--- config.mk ---
export PLATFORM = sky130hd
export DESIGN_NAME = irq_book
export DESIGN_NICKNAME = d
export VERILOG_FILES = /design/src/logic/irq_book_pkg.sv /design/src/logic/irq_book.sv
export SDC_FILE = /design/constraint.sdc
export NUM_CORES = 1
export LEC_CHECK = 0
export ABC_AREA = 1
export BUFFER_PORTS_ARGS = -buffer_cell sky130_fd_sc_hd__buf_4
export CAP_MARGIN = 20
export CORE_MARGIN = 4
export CORE_UTILIZATION = 36
export DETAILED_ROUTE_END_ITERATION = 12
export PLACE_DENSITY = 0.56
export SLEW_MARGIN = 20
export SYNTH_ARGS = -nofsm -noshare
export SYNTH_HDL_FRONTEND = slang
export SYNTH_SLANG_ARGS = --single-unit
export TNS_END_PERCENT = 20
--- constraint.sdc ---
create_clock -name clock -period 2.3 [get_ports clock]
set_input_delay 0.345 -clock clock [delete_from_list [all_inputs] [get_ports clock]]
set_output_delay 0.345 -clock clock [all_outputs]
set_load 0.01 [all_outputs]
--- src/logic/irq_book_pkg.sv ---
// irq_book_pkg: register map, field layout and carrier types for the
// interrupt bookkeeping block.
// assumes: one system clock, word-only AHB-Lite register access.
package irq_book_pkg;

    // ------------------------------------------------------------------
    // sizes
    // ------------------------------------------------------------------
    localparam int NSRC   = 20;           // interrupt source lines
    localparam int FLT_W  = 4;            // fault status width
    localparam int EVT_W  = 2;            // event status width

    // ------------------------------------------------------------------
    // register byte addresses
    // ------------------------------------------------------------------
    localparam logic [31:0] PEND_CLR_ADDR = 32'he000e280;
    localparam logic [31:0] ACTIVE_ADDR   = 32'he000e300;
    localparam logic [31:0] MISSED_ADDR   = 32'h4000a820;
    localparam logic [31:0] FAULT_ADDR    = 32'he000ed3c;
    localparam logic [31:0] EVT_STAT_ADDR = 32'h4000a824;
    localparam logic [31:0] EVT_MASK_ADDR = 32'h4000a828;

    // ------------------------------------------------------------------
    // source bit positions
    // ------------------------------------------------------------------
    localparam int timer_one_bit         = 0;
    localparam int timer_two_bit         = 1;
    localparam int management_source_bit = 2;
    localparam int baseband_source_bit   = 3;
    localparam int sleep_timer_bit       = 4;
    localparam int serial_ctrl_one_bit   = 5;
    localparam int serial_ctrl_two_bit   = 6;
    localparam int security_source_bit   = 7;
    localparam int mac_timer_bit         = 8;
    localparam int mac_transmit_bit      = 9;
    localparam int mac_receive_bit       = 10;
    localparam int converter_bit         = 11;
    localparam int ext_line_a_bit        = 12;
    localparam int ext_line_b_bit        = 13;
    localparam int ext_line_c_bit        = 14;
    localparam int ext_line_d_bit        = 15;
    localparam int debug_source_bit      = 16;
    localparam int serial_ctrl_three_bit = 17;
    localparam int serial_ctrl_four_bit  = 18;
    localparam int usb_source_bit        = 19;

    // ------------------------------------------------------------------
    // field masks and reset values
    // ------------------------------------------------------------------
    localparam logic [NSRC-1:0]  SRC_MASK    = 20'hfffff;
    localparam logic [NSRC-1:0]  MISS_MASK   = 20'hefffc;
    localparam logic [NSRC-1:0]  ACT_SW_MASK = 20'he0000;
    localparam logic [NSRC-1:0]  SRC_RST     = 20'h00000;
    localparam logic [FLT_W-1:0] FLT_RST     = 4'h0;
    localparam logic [EVT_W-1:0] EVT_RST     = 2'h0;
    localparam logic [31:0]      WORD_ZERO   = 32'h00000000;

    // fault status bits
    localparam int FLT_OVERRUN = 0;
    localparam int FLT_UNMAP   = 1;
    localparam int FLT_PROT    = 2;
    localparam int FLT_SIZE    = 3;

    // event status bits
    localparam int EVT_MISSED  = 0;
    localparam int EVT_FAULT   = 1;

    // ------------------------------------------------------------------
    // bus codes and types
    // ------------------------------------------------------------------
    localparam logic [1:0] HRESP_OKAY = 2'h0;

    typedef enum logic [1:0] {
        BUS_IDLE = 2'b01,
        BUS_DATA = 2'b10
    } bus_state_t;

    // one bus-fault report from the fabric
    typedef struct packed {
        logic valid;
        logic bad_width;       // byte or halfword peripheral access
        logic unaligned_word;  // word access off a 4-byte boundary
        logic unpriv_write;    // user-mode write to protected target
        logic unmapped;        // above last register or memory top
    } fault_evt_t;

    // latched address phase
    typedef struct packed {
        logic [31:0] addr;
        logic        write;
    } ahb_req_t;

endpackage : irq_book_pkg

--- src/logic/irq_book.sv ---
// irq_book: pending, active, missed and bus-fault bookkeeping for the
// twenty peripheral interrupt lines, behind an AHB-Lite slave.
// assumes: irq_src is asynchronous; service and fault reports come
// from logic on the same clock.
//
// How it works
// - writing one clears that source's pending state
// - writing zero leaves pending state alone
// - sources timer one bit 0 to debug 16
// - serial three bit 17, serial four 18
// - active register shows interrupts being serviced
// - active bits 16:0 read-only, 19:17 writable
// - active uses source positions, resets zero
// - missed flags set on missed interrupt, RW
// - missed flags only bits 2-15, 17-19
// - byte or halfword peripheral access sets bit3
// - unaligned word access also sets bit3
// - unprivileged protected write sets bit 2
// - access above last block register sets bit1
// - access above memory top sets bit1
// - fault while any flag set sets bit0
// - fault register resets zero, 31:4 zero
// - pending resets zero, bits 31:20 unused
//
// Chosen here: register access over AHB-Lite.
`timescale 1ns/1ns
module irq_book (
    // clock, reset, enable
    input  wire logic                         clock,
    input  wire logic                         resetn,
    input  wire logic                         clk_en,
    // ahb-lite slave
    input  wire logic                         hsel,
    input  wire logic [31:0]                  haddr,
    input  wire logic [1:0]                   htrans,
    input  wire logic                         hwrite,
    input  wire logic [2:0]                   hsize,
    input  wire logic [31:0]                  hwdata,
    input  wire logic                         hready,
    output logic                              hreadyout,
    output logic                              hresp,
    output logic [31:0]                       hrdata,
    // peripheral lines and core service reports
    input  wire logic [irq_book_pkg::NSRC-1:0] irq_src,
    input  wire logic [irq_book_pkg::NSRC-1:0] svc_start,
    input  wire logic [irq_book_pkg::NSRC-1:0] svc_end,
    input  wire irq_book_pkg::fault_evt_t      fault_evt,
    // to core
    output logic [irq_book_pkg::NSRC-1:0]     pending_out,
    output logic                              irq_out
);

    // ------------------------------------------------------------------
    // state
    // ------------------------------------------------------------------
    logic [irq_book_pkg::NSRC-1:0]  meta_reg;     // sync stage one
    logic [irq_book_pkg::NSRC-1:0]  sync_reg;     // sync stage two
    logic [irq_book_pkg::NSRC-1:0]  prev_reg;     // edge history
    logic [irq_book_pkg::NSRC-1:0]  pend_reg;     // pending per source
    logic [irq_book_pkg::NSRC-1:0]  active_reg;   // being serviced
    logic [irq_book_pkg::NSRC-1:0]  missed_reg;   // missed flags
    logic [irq_book_pkg::FLT_W-1:0] fault_reg;    // fault status
    logic [irq_book_pkg::EVT_W-1:0] evt_reg;      // event status
    logic [irq_book_pkg::EVT_W-1:0] mask_reg;     // event mask
    irq_book_pkg::bus_state_t       bus_reg;      // bus phase
    irq_book_pkg::ahb_req_t         req_reg;      // latched request
    logic                           rdy_reg;      // hreadyout
    logic                           resp_reg;     // hresp
    logic [31:0]                    rdata_reg;    // hrdata
    logic                           irq_reg;      // irq_out

    // ------------------------------------------------------------------
    // source synchroniser and edge detect
    // ------------------------------------------------------------------
    // only sync_reg and prev_reg are looked at; meta_reg feeds sync_reg and nothing else
    always_ff @(posedge clock or negedge resetn) begin
        if (!resetn) begin
            meta_reg <= irq_book_pkg::SRC_RST;
            sync_reg <= irq_book_pkg::SRC_RST;
            prev_reg <= irq_book_pkg::SRC_RST;
        end else if (clk_en) begin
            meta_reg <= irq_src;
            sync_reg <= meta_reg;
            prev_reg <= sync_reg;
        end
    end

    wire [irq_book_pkg::NSRC-1:0] rise = sync_reg & ~prev_reg;

    // ------------------------------------------------------------------
    // bus decode
    // ------------------------------------------------------------------
    // accept only a non-sequential or sequential transfer when selected
    wire take = hsel && hready && htrans[1];
    wire in_data = (bus_reg == irq_book_pkg::BUS_DATA);
    wire wr_go = in_data && req_reg.write;
    wire wr_pend = wr_go && (req_reg.addr == irq_book_pkg::PEND_CLR_ADDR);
    wire wr_act = wr_go && (req_reg.addr == irq_book_pkg::ACTIVE_ADDR);
    wire wr_miss = wr_go && (req_reg.addr == irq_book_pkg::MISSED_ADDR);
    wire wr_flt = wr_go && (req_reg.addr == irq_book_pkg::FAULT_ADDR);
    wire wr_evt = wr_go && (req_reg.addr == irq_book_pkg::EVT_STAT_ADDR);
    wire wr_mask = wr_go && (req_reg.addr == irq_book_pkg::EVT_MASK_ADDR);

    // write-one-clear vectors; a zero bit clears nothing
    wire [irq_book_pkg::NSRC-1:0] pend_clr =
        wr_pend ? hwdata[irq_book_pkg::NSRC-1:0]
                : irq_book_pkg::SRC_RST;
    wire [irq_book_pkg::NSRC-1:0] miss_clr =
        wr_miss ? hwdata[irq_book_pkg::NSRC-1:0]
                : irq_book_pkg::SRC_RST;
    wire [irq_book_pkg::FLT_W-1:0] flt_clr =
        wr_flt ? hwdata[irq_book_pkg::FLT_W-1:0]
               : irq_book_pkg::FLT_RST;
    wire [irq_book_pkg::EVT_W-1:0] evt_clr =
        wr_evt ? hwdata[irq_book_pkg::EVT_W-1:0]
               : irq_book_pkg::EVT_RST;

    // ------------------------------------------------------------------
    // next-state logic
    // ------------------------------------------------------------------
    // a new edge wins over a clear in the same cycle
    wire [irq_book_pkg::NSRC-1:0] pend_next =
        ((pend_reg & ~(pend_clr | svc_start)) | rise)
        & irq_book_pkg::SRC_MASK;

    // re-assertion of a still-pending source is a miss
    wire [irq_book_pkg::NSRC-1:0] miss_set =
        rise & pend_reg & irq_book_pkg::MISS_MASK;
    wire [irq_book_pkg::NSRC-1:0] miss_next =
        ((missed_reg & ~miss_clr) | miss_set)
        & irq_book_pkg::MISS_MASK;

    // only the top three active bits take software writes
    wire [irq_book_pkg::NSRC-1:0] act_sw =
        wr_act ? ((active_reg & ~irq_book_pkg::ACT_SW_MASK)
                 | (hwdata[irq_book_pkg::NSRC-1:0]
                    & irq_book_pkg::ACT_SW_MASK))
               : active_reg;
    wire [irq_book_pkg::NSRC-1:0] act_next =
        (act_sw & ~svc_end) | svc_start;

    // fault classification; overrun needs a flag already standing
    wire [irq_book_pkg::FLT_W-1:0] flt_set = fault_evt.valid ?
        {fault_evt.bad_width | fault_evt.unaligned_word,
         fault_evt.unpriv_write,
         fault_evt.unmapped,
         |fault_reg}
        : irq_book_pkg::FLT_RST;
    wire [irq_book_pkg::FLT_W-1:0] flt_next =
        (fault_reg & ~flt_clr) | flt_set;

    // event status: any new miss, any fault
    wire [irq_book_pkg::EVT_W-1:0] evt_set = {fault_evt.valid, |miss_set};
    wire [irq_book_pkg::EVT_W-1:0] evt_next = (evt_reg & ~evt_clr) | evt_set;
    wire [irq_book_pkg::EVT_W-1:0] mask_next =
        wr_mask ? hwdata[irq_book_pkg::EVT_W-1:0] : mask_reg;

    // read mux on the latched address; unmapped reads zero
    wire [31:0] rd_req =
        (req_reg.addr == irq_book_pkg::PEND_CLR_ADDR) ? 32'(pend_reg) :
        (req_reg.addr == irq_book_pkg::ACTIVE_ADDR)   ? 32'(active_reg) :
        (req_reg.addr == irq_book_pkg::MISSED_ADDR)   ? 32'(missed_reg) :
        (req_reg.addr == irq_book_pkg::FAULT_ADDR)    ? 32'(fault_reg) :
        (req_reg.addr == irq_book_pkg::EVT_STAT_ADDR) ? 32'(evt_reg) :
        (req_reg.addr == irq_book_pkg::EVT_MASK_ADDR) ? 32'(mask_reg) :
        irq_book_pkg::WORD_ZERO;
    // writes load zero so stale data never looks like a read
    wire [31:0] rd_sel = req_reg.write ? irq_book_pkg::WORD_ZERO : rd_req;

    // ------------------------------------------------------------------
    // bookkeeping registers
    // ------------------------------------------------------------------
    always_ff @(posedge clock or negedge resetn) begin
        if (!resetn) begin
            pend_reg   <= irq_book_pkg::SRC_RST;
            active_reg <= irq_book_pkg::SRC_RST;
            missed_reg <= irq_book_pkg::SRC_RST;
            fault_reg  <= irq_book_pkg::FLT_RST;
            evt_reg    <= irq_book_pkg::EVT_RST;
            mask_reg   <= irq_book_pkg::EVT_RST;
            irq_reg    <= 1'b0;
        end else if (clk_en) begin
            pend_reg   <= pend_next;
            active_reg <= act_next;
            missed_reg <= miss_next;
            fault_reg  <= flt_next;
            evt_reg    <= evt_next;
            mask_reg   <= mask_next;
            irq_reg    <= |(evt_next & mask_next);
        end
    end

    // ------------------------------------------------------------------
    // bus slave: one wait state per transfer
    // ------------------------------------------------------------------
    // the wait state lets a write land before any later read samples,
    // so a read straight after a write sees the new value
    always_ff @(posedge clock or negedge resetn) begin
        if (!resetn) begin
            bus_reg   <= irq_book_pkg::BUS_IDLE;
            req_reg   <= '0;
            rdy_reg   <= 1'b1;
            resp_reg  <= 1'b0;
            rdata_reg <= irq_book_pkg::WORD_ZERO;
        end else if (clk_en) begin
            resp_reg <= irq_book_pkg::HRESP_OKAY[0];
            unique case (bus_reg)
                irq_book_pkg::BUS_IDLE: begin
                    // address phase: latch, stall one cycle
                    if (take) begin
                        req_reg <= '{addr: haddr, write: hwrite};
                        bus_reg <= irq_book_pkg::BUS_DATA;
                        rdy_reg <= 1'b0;
                    end
                end
                irq_book_pkg::BUS_DATA: begin
                    // data phase end: write applied, read data out
                    bus_reg   <= irq_book_pkg::BUS_IDLE;
                    rdy_reg   <= 1'b1;
                    rdata_reg <= rd_sel;
                end
            endcase
        end
    end

    // ------------------------------------------------------------------
    // outputs
    // ------------------------------------------------------------------
    assign hreadyout   = rdy_reg;
    assign hresp       = resp_reg;
    assign hrdata      = rdata_reg;
    assign pending_out = pend_reg;
    assign irq_out     = irq_reg;
endmodule : irq_book

* Yosys cells after proc, flatten, opt, wreduce, memory -nomap -nowiden *
Index checks and enable logic that the tools add are counted.

cells by class
  equality and inequality tests = 9
  mux-type cells = 18
  bitwise gates (word level) = 22
  reductions and logical operators = 15

operator list
  kind                  number
  $mux 20               7
  $and 20x20->20        5
  $eq 32x31->1 const B  3
  $eq 32x32->1 const B  3
  $not 20->20           4
  $or 20x20->20         4
  $or 17x20->20         1
  $reduce_or 17->1      1
  $mux 4                3
  $mux 2                5
  $logic_and 1x1->1     9
  $and 2x2->2           2
  $and 4x4->4           1
  $not 4->4             1
  $or 4x4->4            1
  $pmux 2 s2            1
  $reduce_and 2->1      2
  $reduce_or 4->1       1
  $reduce_and 3->1      1
  $eq 2x1->1 const B    1
  $eq 2x2->1 const B    1
  $ne 2x2->1 const B    1
  $not 2->2             1
  $or 2x2->2            1
  other kinds (4)       4

storage, ports and cells
  bits in registers = 194
  bits of input ports = 140
  output and inout bits = 55
  logic and storage cells = 79

* Depth between registers and ports, before layout *
  depth in word-level cells = 9
  depth in mapped cells = 13
  depth with buffers taken out = 13

* Least setup slack after synthesis *
Ideal clock, no wire load.

  path kind = input to register
  start point = in clk_en
  end point = reg req_reg[30] (netlist bit)
  arrival time = 1420 ps
  data required time = 2175 ps
  slack = 755 ps
  cell stages on the path = 7
  cell sequence = buf_2 inv_2 nor2_1 nand2_1 buf_2 buf_2 mux2_2

between the ends
  longest elaborated chain between the ends = 1

RTL lines
  what                               line             source
  from (decl)                        irq_book.sv:31   input wire logic clk_en,
  $reduce_and 3->1 (no source line)  --
  to (signal assigned)               irq_book.sv:211  req_reg <= '{addr: haddr, write: hwrite};
  to (decl)                          irq_book.sv:66   irq_book_pkg::ahb_req_t req_reg;

No other way between the ends.
A chain may end at the register's enable or synchronous reset.

* Worst setup path after layout *
  start point = reg req_reg[24] (netlist bit)
  end point = reg active_reg[18] (netlist bit)

between the ends
  longest elaborated chain between the ends = 5

RTL lines
  what                  line             source
  $eq 32x32->1          irq_book.sv:98   wire wr_act = wr_go && (req_reg.addr == irq_book_pkg::ACTIVE_ADDR);
  $logic_and 1x1->1     irq_book.sv:98
  $mux 20               irq_book.sv:135  wr_act ? ((active_reg & ~irq_book_pkg::ACT_SW_MASK)
  $and 20x20->20        irq_book.sv:140  (act_sw & ~svc_end) | svc_start;
  $or 20x20->20         irq_book.sv:140
  to (signal assigned)  irq_book.sv:176  active_reg <= irq_book_pkg::SRC_RST;
  to (signal assigned)  irq_book.sv:184  active_reg <= act_next;
  to (decl)             irq_book.sv:60   logic [irq_book_pkg::NSRC-1:0] active_reg;

No other way between the ends.

==> reports/metrics.cfg <==
[run_status]
status = finished, final reports clean

[yosys]
synth_area_sq_mm = 0.00841
synthArstFlopShare_pct = 100
synth-edff-count = 0
ys_ff_latch = 181
syn_inst = 1033
synth.distinct_cells = 36
ys_seq_area_share_pct = 53.9
syn_area_per_cell_sq_um = 8.14
synth_top_flop_cell = dfrtp_1
ys.warnings.count = 0

[critical_path]
crit_arrival_ps = 2300
critical-path-max-stage-delay_ps = 380
critPathBufInv = 2
cpMaxStageDelayCell = dfrtp_1
crit_fanout = 18
critPathTopFamily = simple AND/OR/NAND/NOR gates
cp-start-kind = flip-flop
endpoint_kind = flip-flop
crit_type = flip-flop to flip-flop
cp.required_ps = 2610
crit_chain = nor2_1 > nand2_1 > nor2_2 > nand3_2 > inv_2 > nand2_2 > clkinv_2 > nand2_1 > o21ai_0 > o21ai_0

[cells_and_area]
layout_commonest_cell = nand2_1
layout.nets = 1333
antennaDiodeCount = 0
syn_to_final_growth_pct = 26.4
largest_register_ffs = 33
drive_gt1_share_pct = 22.0
final_cell_mix = nand2_1 (403), dfrtp_1 (180), buf_4 (175), nor2_1 (73), nand3_1 (69)

[clocking]
cts.clk_slew.worst_paths_ps = 80
h-tree-depth = 4
clockBufferDepth = 2
root_buffer = clkbuf_16
ctsResizeCount = 0
clkLatencyLatePin_ps = 440
cts_made_buffers = 17
cts_tree = done
cts.sinks = 181

[timing]
maxSlewViolCount = 0
timing.final.ws_setup_ps = 311
finalCritPeriodShare_pct = 86.5
tightestPinTransition_ps = 679
grt_setup_unrepaired = false
period_needed_ps = 1990
setup-violations-final = 0
fin_tns_setup_ps = 0
max_freq_mhz = 503
report.final.hold_viol_count = 0
slew_headroom_pct = 54.8
skew_ps = 8.88

[place]
finalWeightedCongestion = 0.865
detailed_place_hpwl_um = 17500
io_buffers = 165
dp_worst_setup_slack_ps = 304

[floorplanning]
die_h_um = 161
die_area_sq_mm = 0.0259
start_util_pct = 36.9
coreArea_sq_mm = 0.0228
rows = 55
dieWidth_um = 161
ios = 195

[route]
wl_per_cell_um = 15.6
vias = 7123
top_layer_used = met4
ant_nets = 0
routed_wl_um = 23700
drc = 0
wl_met1_um = 11800
wl_met3_um = 1290
drtPass1Iterations = 6
dr_wl_met2_um = 10300
dr.first_iter.drc_count = 443
viasPerCell = 4.69

[min_path]
hp-class = primary input to flip-flop

[power_and_ir_drop]
ir_drop_mv = 0.414
finalPower_mw = 8.97
p_leak_nw = 5.52
power_density_mw_per_mm2 = 844

[global_route]
antenna_found_initial = 0
grt_max_degree = 77
grt_pass1_vias = 6970
grt_usage_pct = 18.5
globalRouteOverflowTotal = 0
grt_pass1_wl_um = 37900

[run]
maxCapViolCount = 0

-- layout make-up --
cell class | instances | area (sq um)
fill | 2258 | 12200
sequential | 181 | 4530
multi-input combinational | 737 | 3350
timing repair buffer | 182 | 1440
clock buffer | 17 | 425
tap | 313 | 392
inverter | 74 | 282
clock inverter | 15 | 209
-- Yosys cell counts (all sizes together) (3+ instances only) --
master | count | area, sq um
nor2 | 80 | 347
nand2 | 408 | 1550
clkbuf | 14 | 52.6
nor3 | 9 | 45.0
o22ai | 5 | 31.3
nand4 | 5 | 31.3
o21a | 3 | 22.5
a21oi | 37 | 185
buf | 39 | 234
mux2 | 19 | 214
inv | 71 | 267
o211ai | 16 | 145
clkinv | 3 | 15.0
o21ai | 66 | 330
nand3 | 70 | 355
dfrtp | 180 | 4500
-- cell families (layout without fill, tap and decap cells) --
kind of cell | count (synthesis) | count (layout) | share of synthesized area, %
AOI/OAI and AO/OA | 131 | 131 | 8.85
and+or+nand+nor | 574 | 574 | 27.9
muxes | 19 | 19 | 2.54
buffers and inverters | 127 | 288 | 6.76
other | 1 | 13 | 0.0446
DFF | 181 | 181 | 53.9
-- worst min-delay path, cell delays in order --
cell	delay, ps
buf_4	70
nand2_1	40
nand2_1	50
-- power breakdown --
part	switching [mW]	internal [mW]	leakage, nW	total [mW]
sequential	0.374	3.72	2.16	4.09
clock	1.38	1.76	0.308	3.14
combinational	1.01	0.728	3.05	1.73
-- metal layers --
layer  GRT usage, %  up-vias
met5              0        -
met3           4.36       19
met1           27.2     3348
met4           4.89        0
li1               -     3594
met2           27.4      162
-- final timing paths --
| kind | startpoint | end | slack, ps | cells after the start |
|---|---|---|---|---|
| min reg2reg | prev_reg[0]$_DFFE_PN0P_ | pending_out[0]$_DFFE_PN0P_ | 460 | 1 |
| min in group asynchronous | resetn | req_reg[27]$_DFFE_PN0P_ | 480 | 2 |
| min | irq_src[12] | meta_reg[12]$_DFFE_PN0P_ | 100 | 3 |
| max in group asynchronous | resetn | prev_reg[11]$_DFFE_PN0P_ | 1060 | 3 |
| max | req_reg[24]$_DFFE_PN0P_ | active_reg[18]$_DFFE_PN0P_ | 310 | 10 |
| max reg2reg | req_reg[24]$_DFFE_PN0P_ | active_reg[18]$_DFFE_PN0P_ | 310 | 10 |
-- timing repair --
action,CTS,global route
hold buffers,1,0
hold endpoints to repair,62,0
setup buffers,0,0
-- per-stage QoR --
step | utilization, % | cell area [sq um] | hold slack (ps) | std cells
detailed placement | 43.8 | 9980 | 401 | 1486
global placement | 43.8 | 9980 | 399 | 1486
floorplan | - | 8450 | 49.4 | 1045
CTS | 46.7 | 10600 | 81.0 | 1519
finish | 46.7 | 10600 | 100 | 1519
global route | 46.7 | 10600 | 84.6 | 1519
Power figures use the tool's default switching activity.
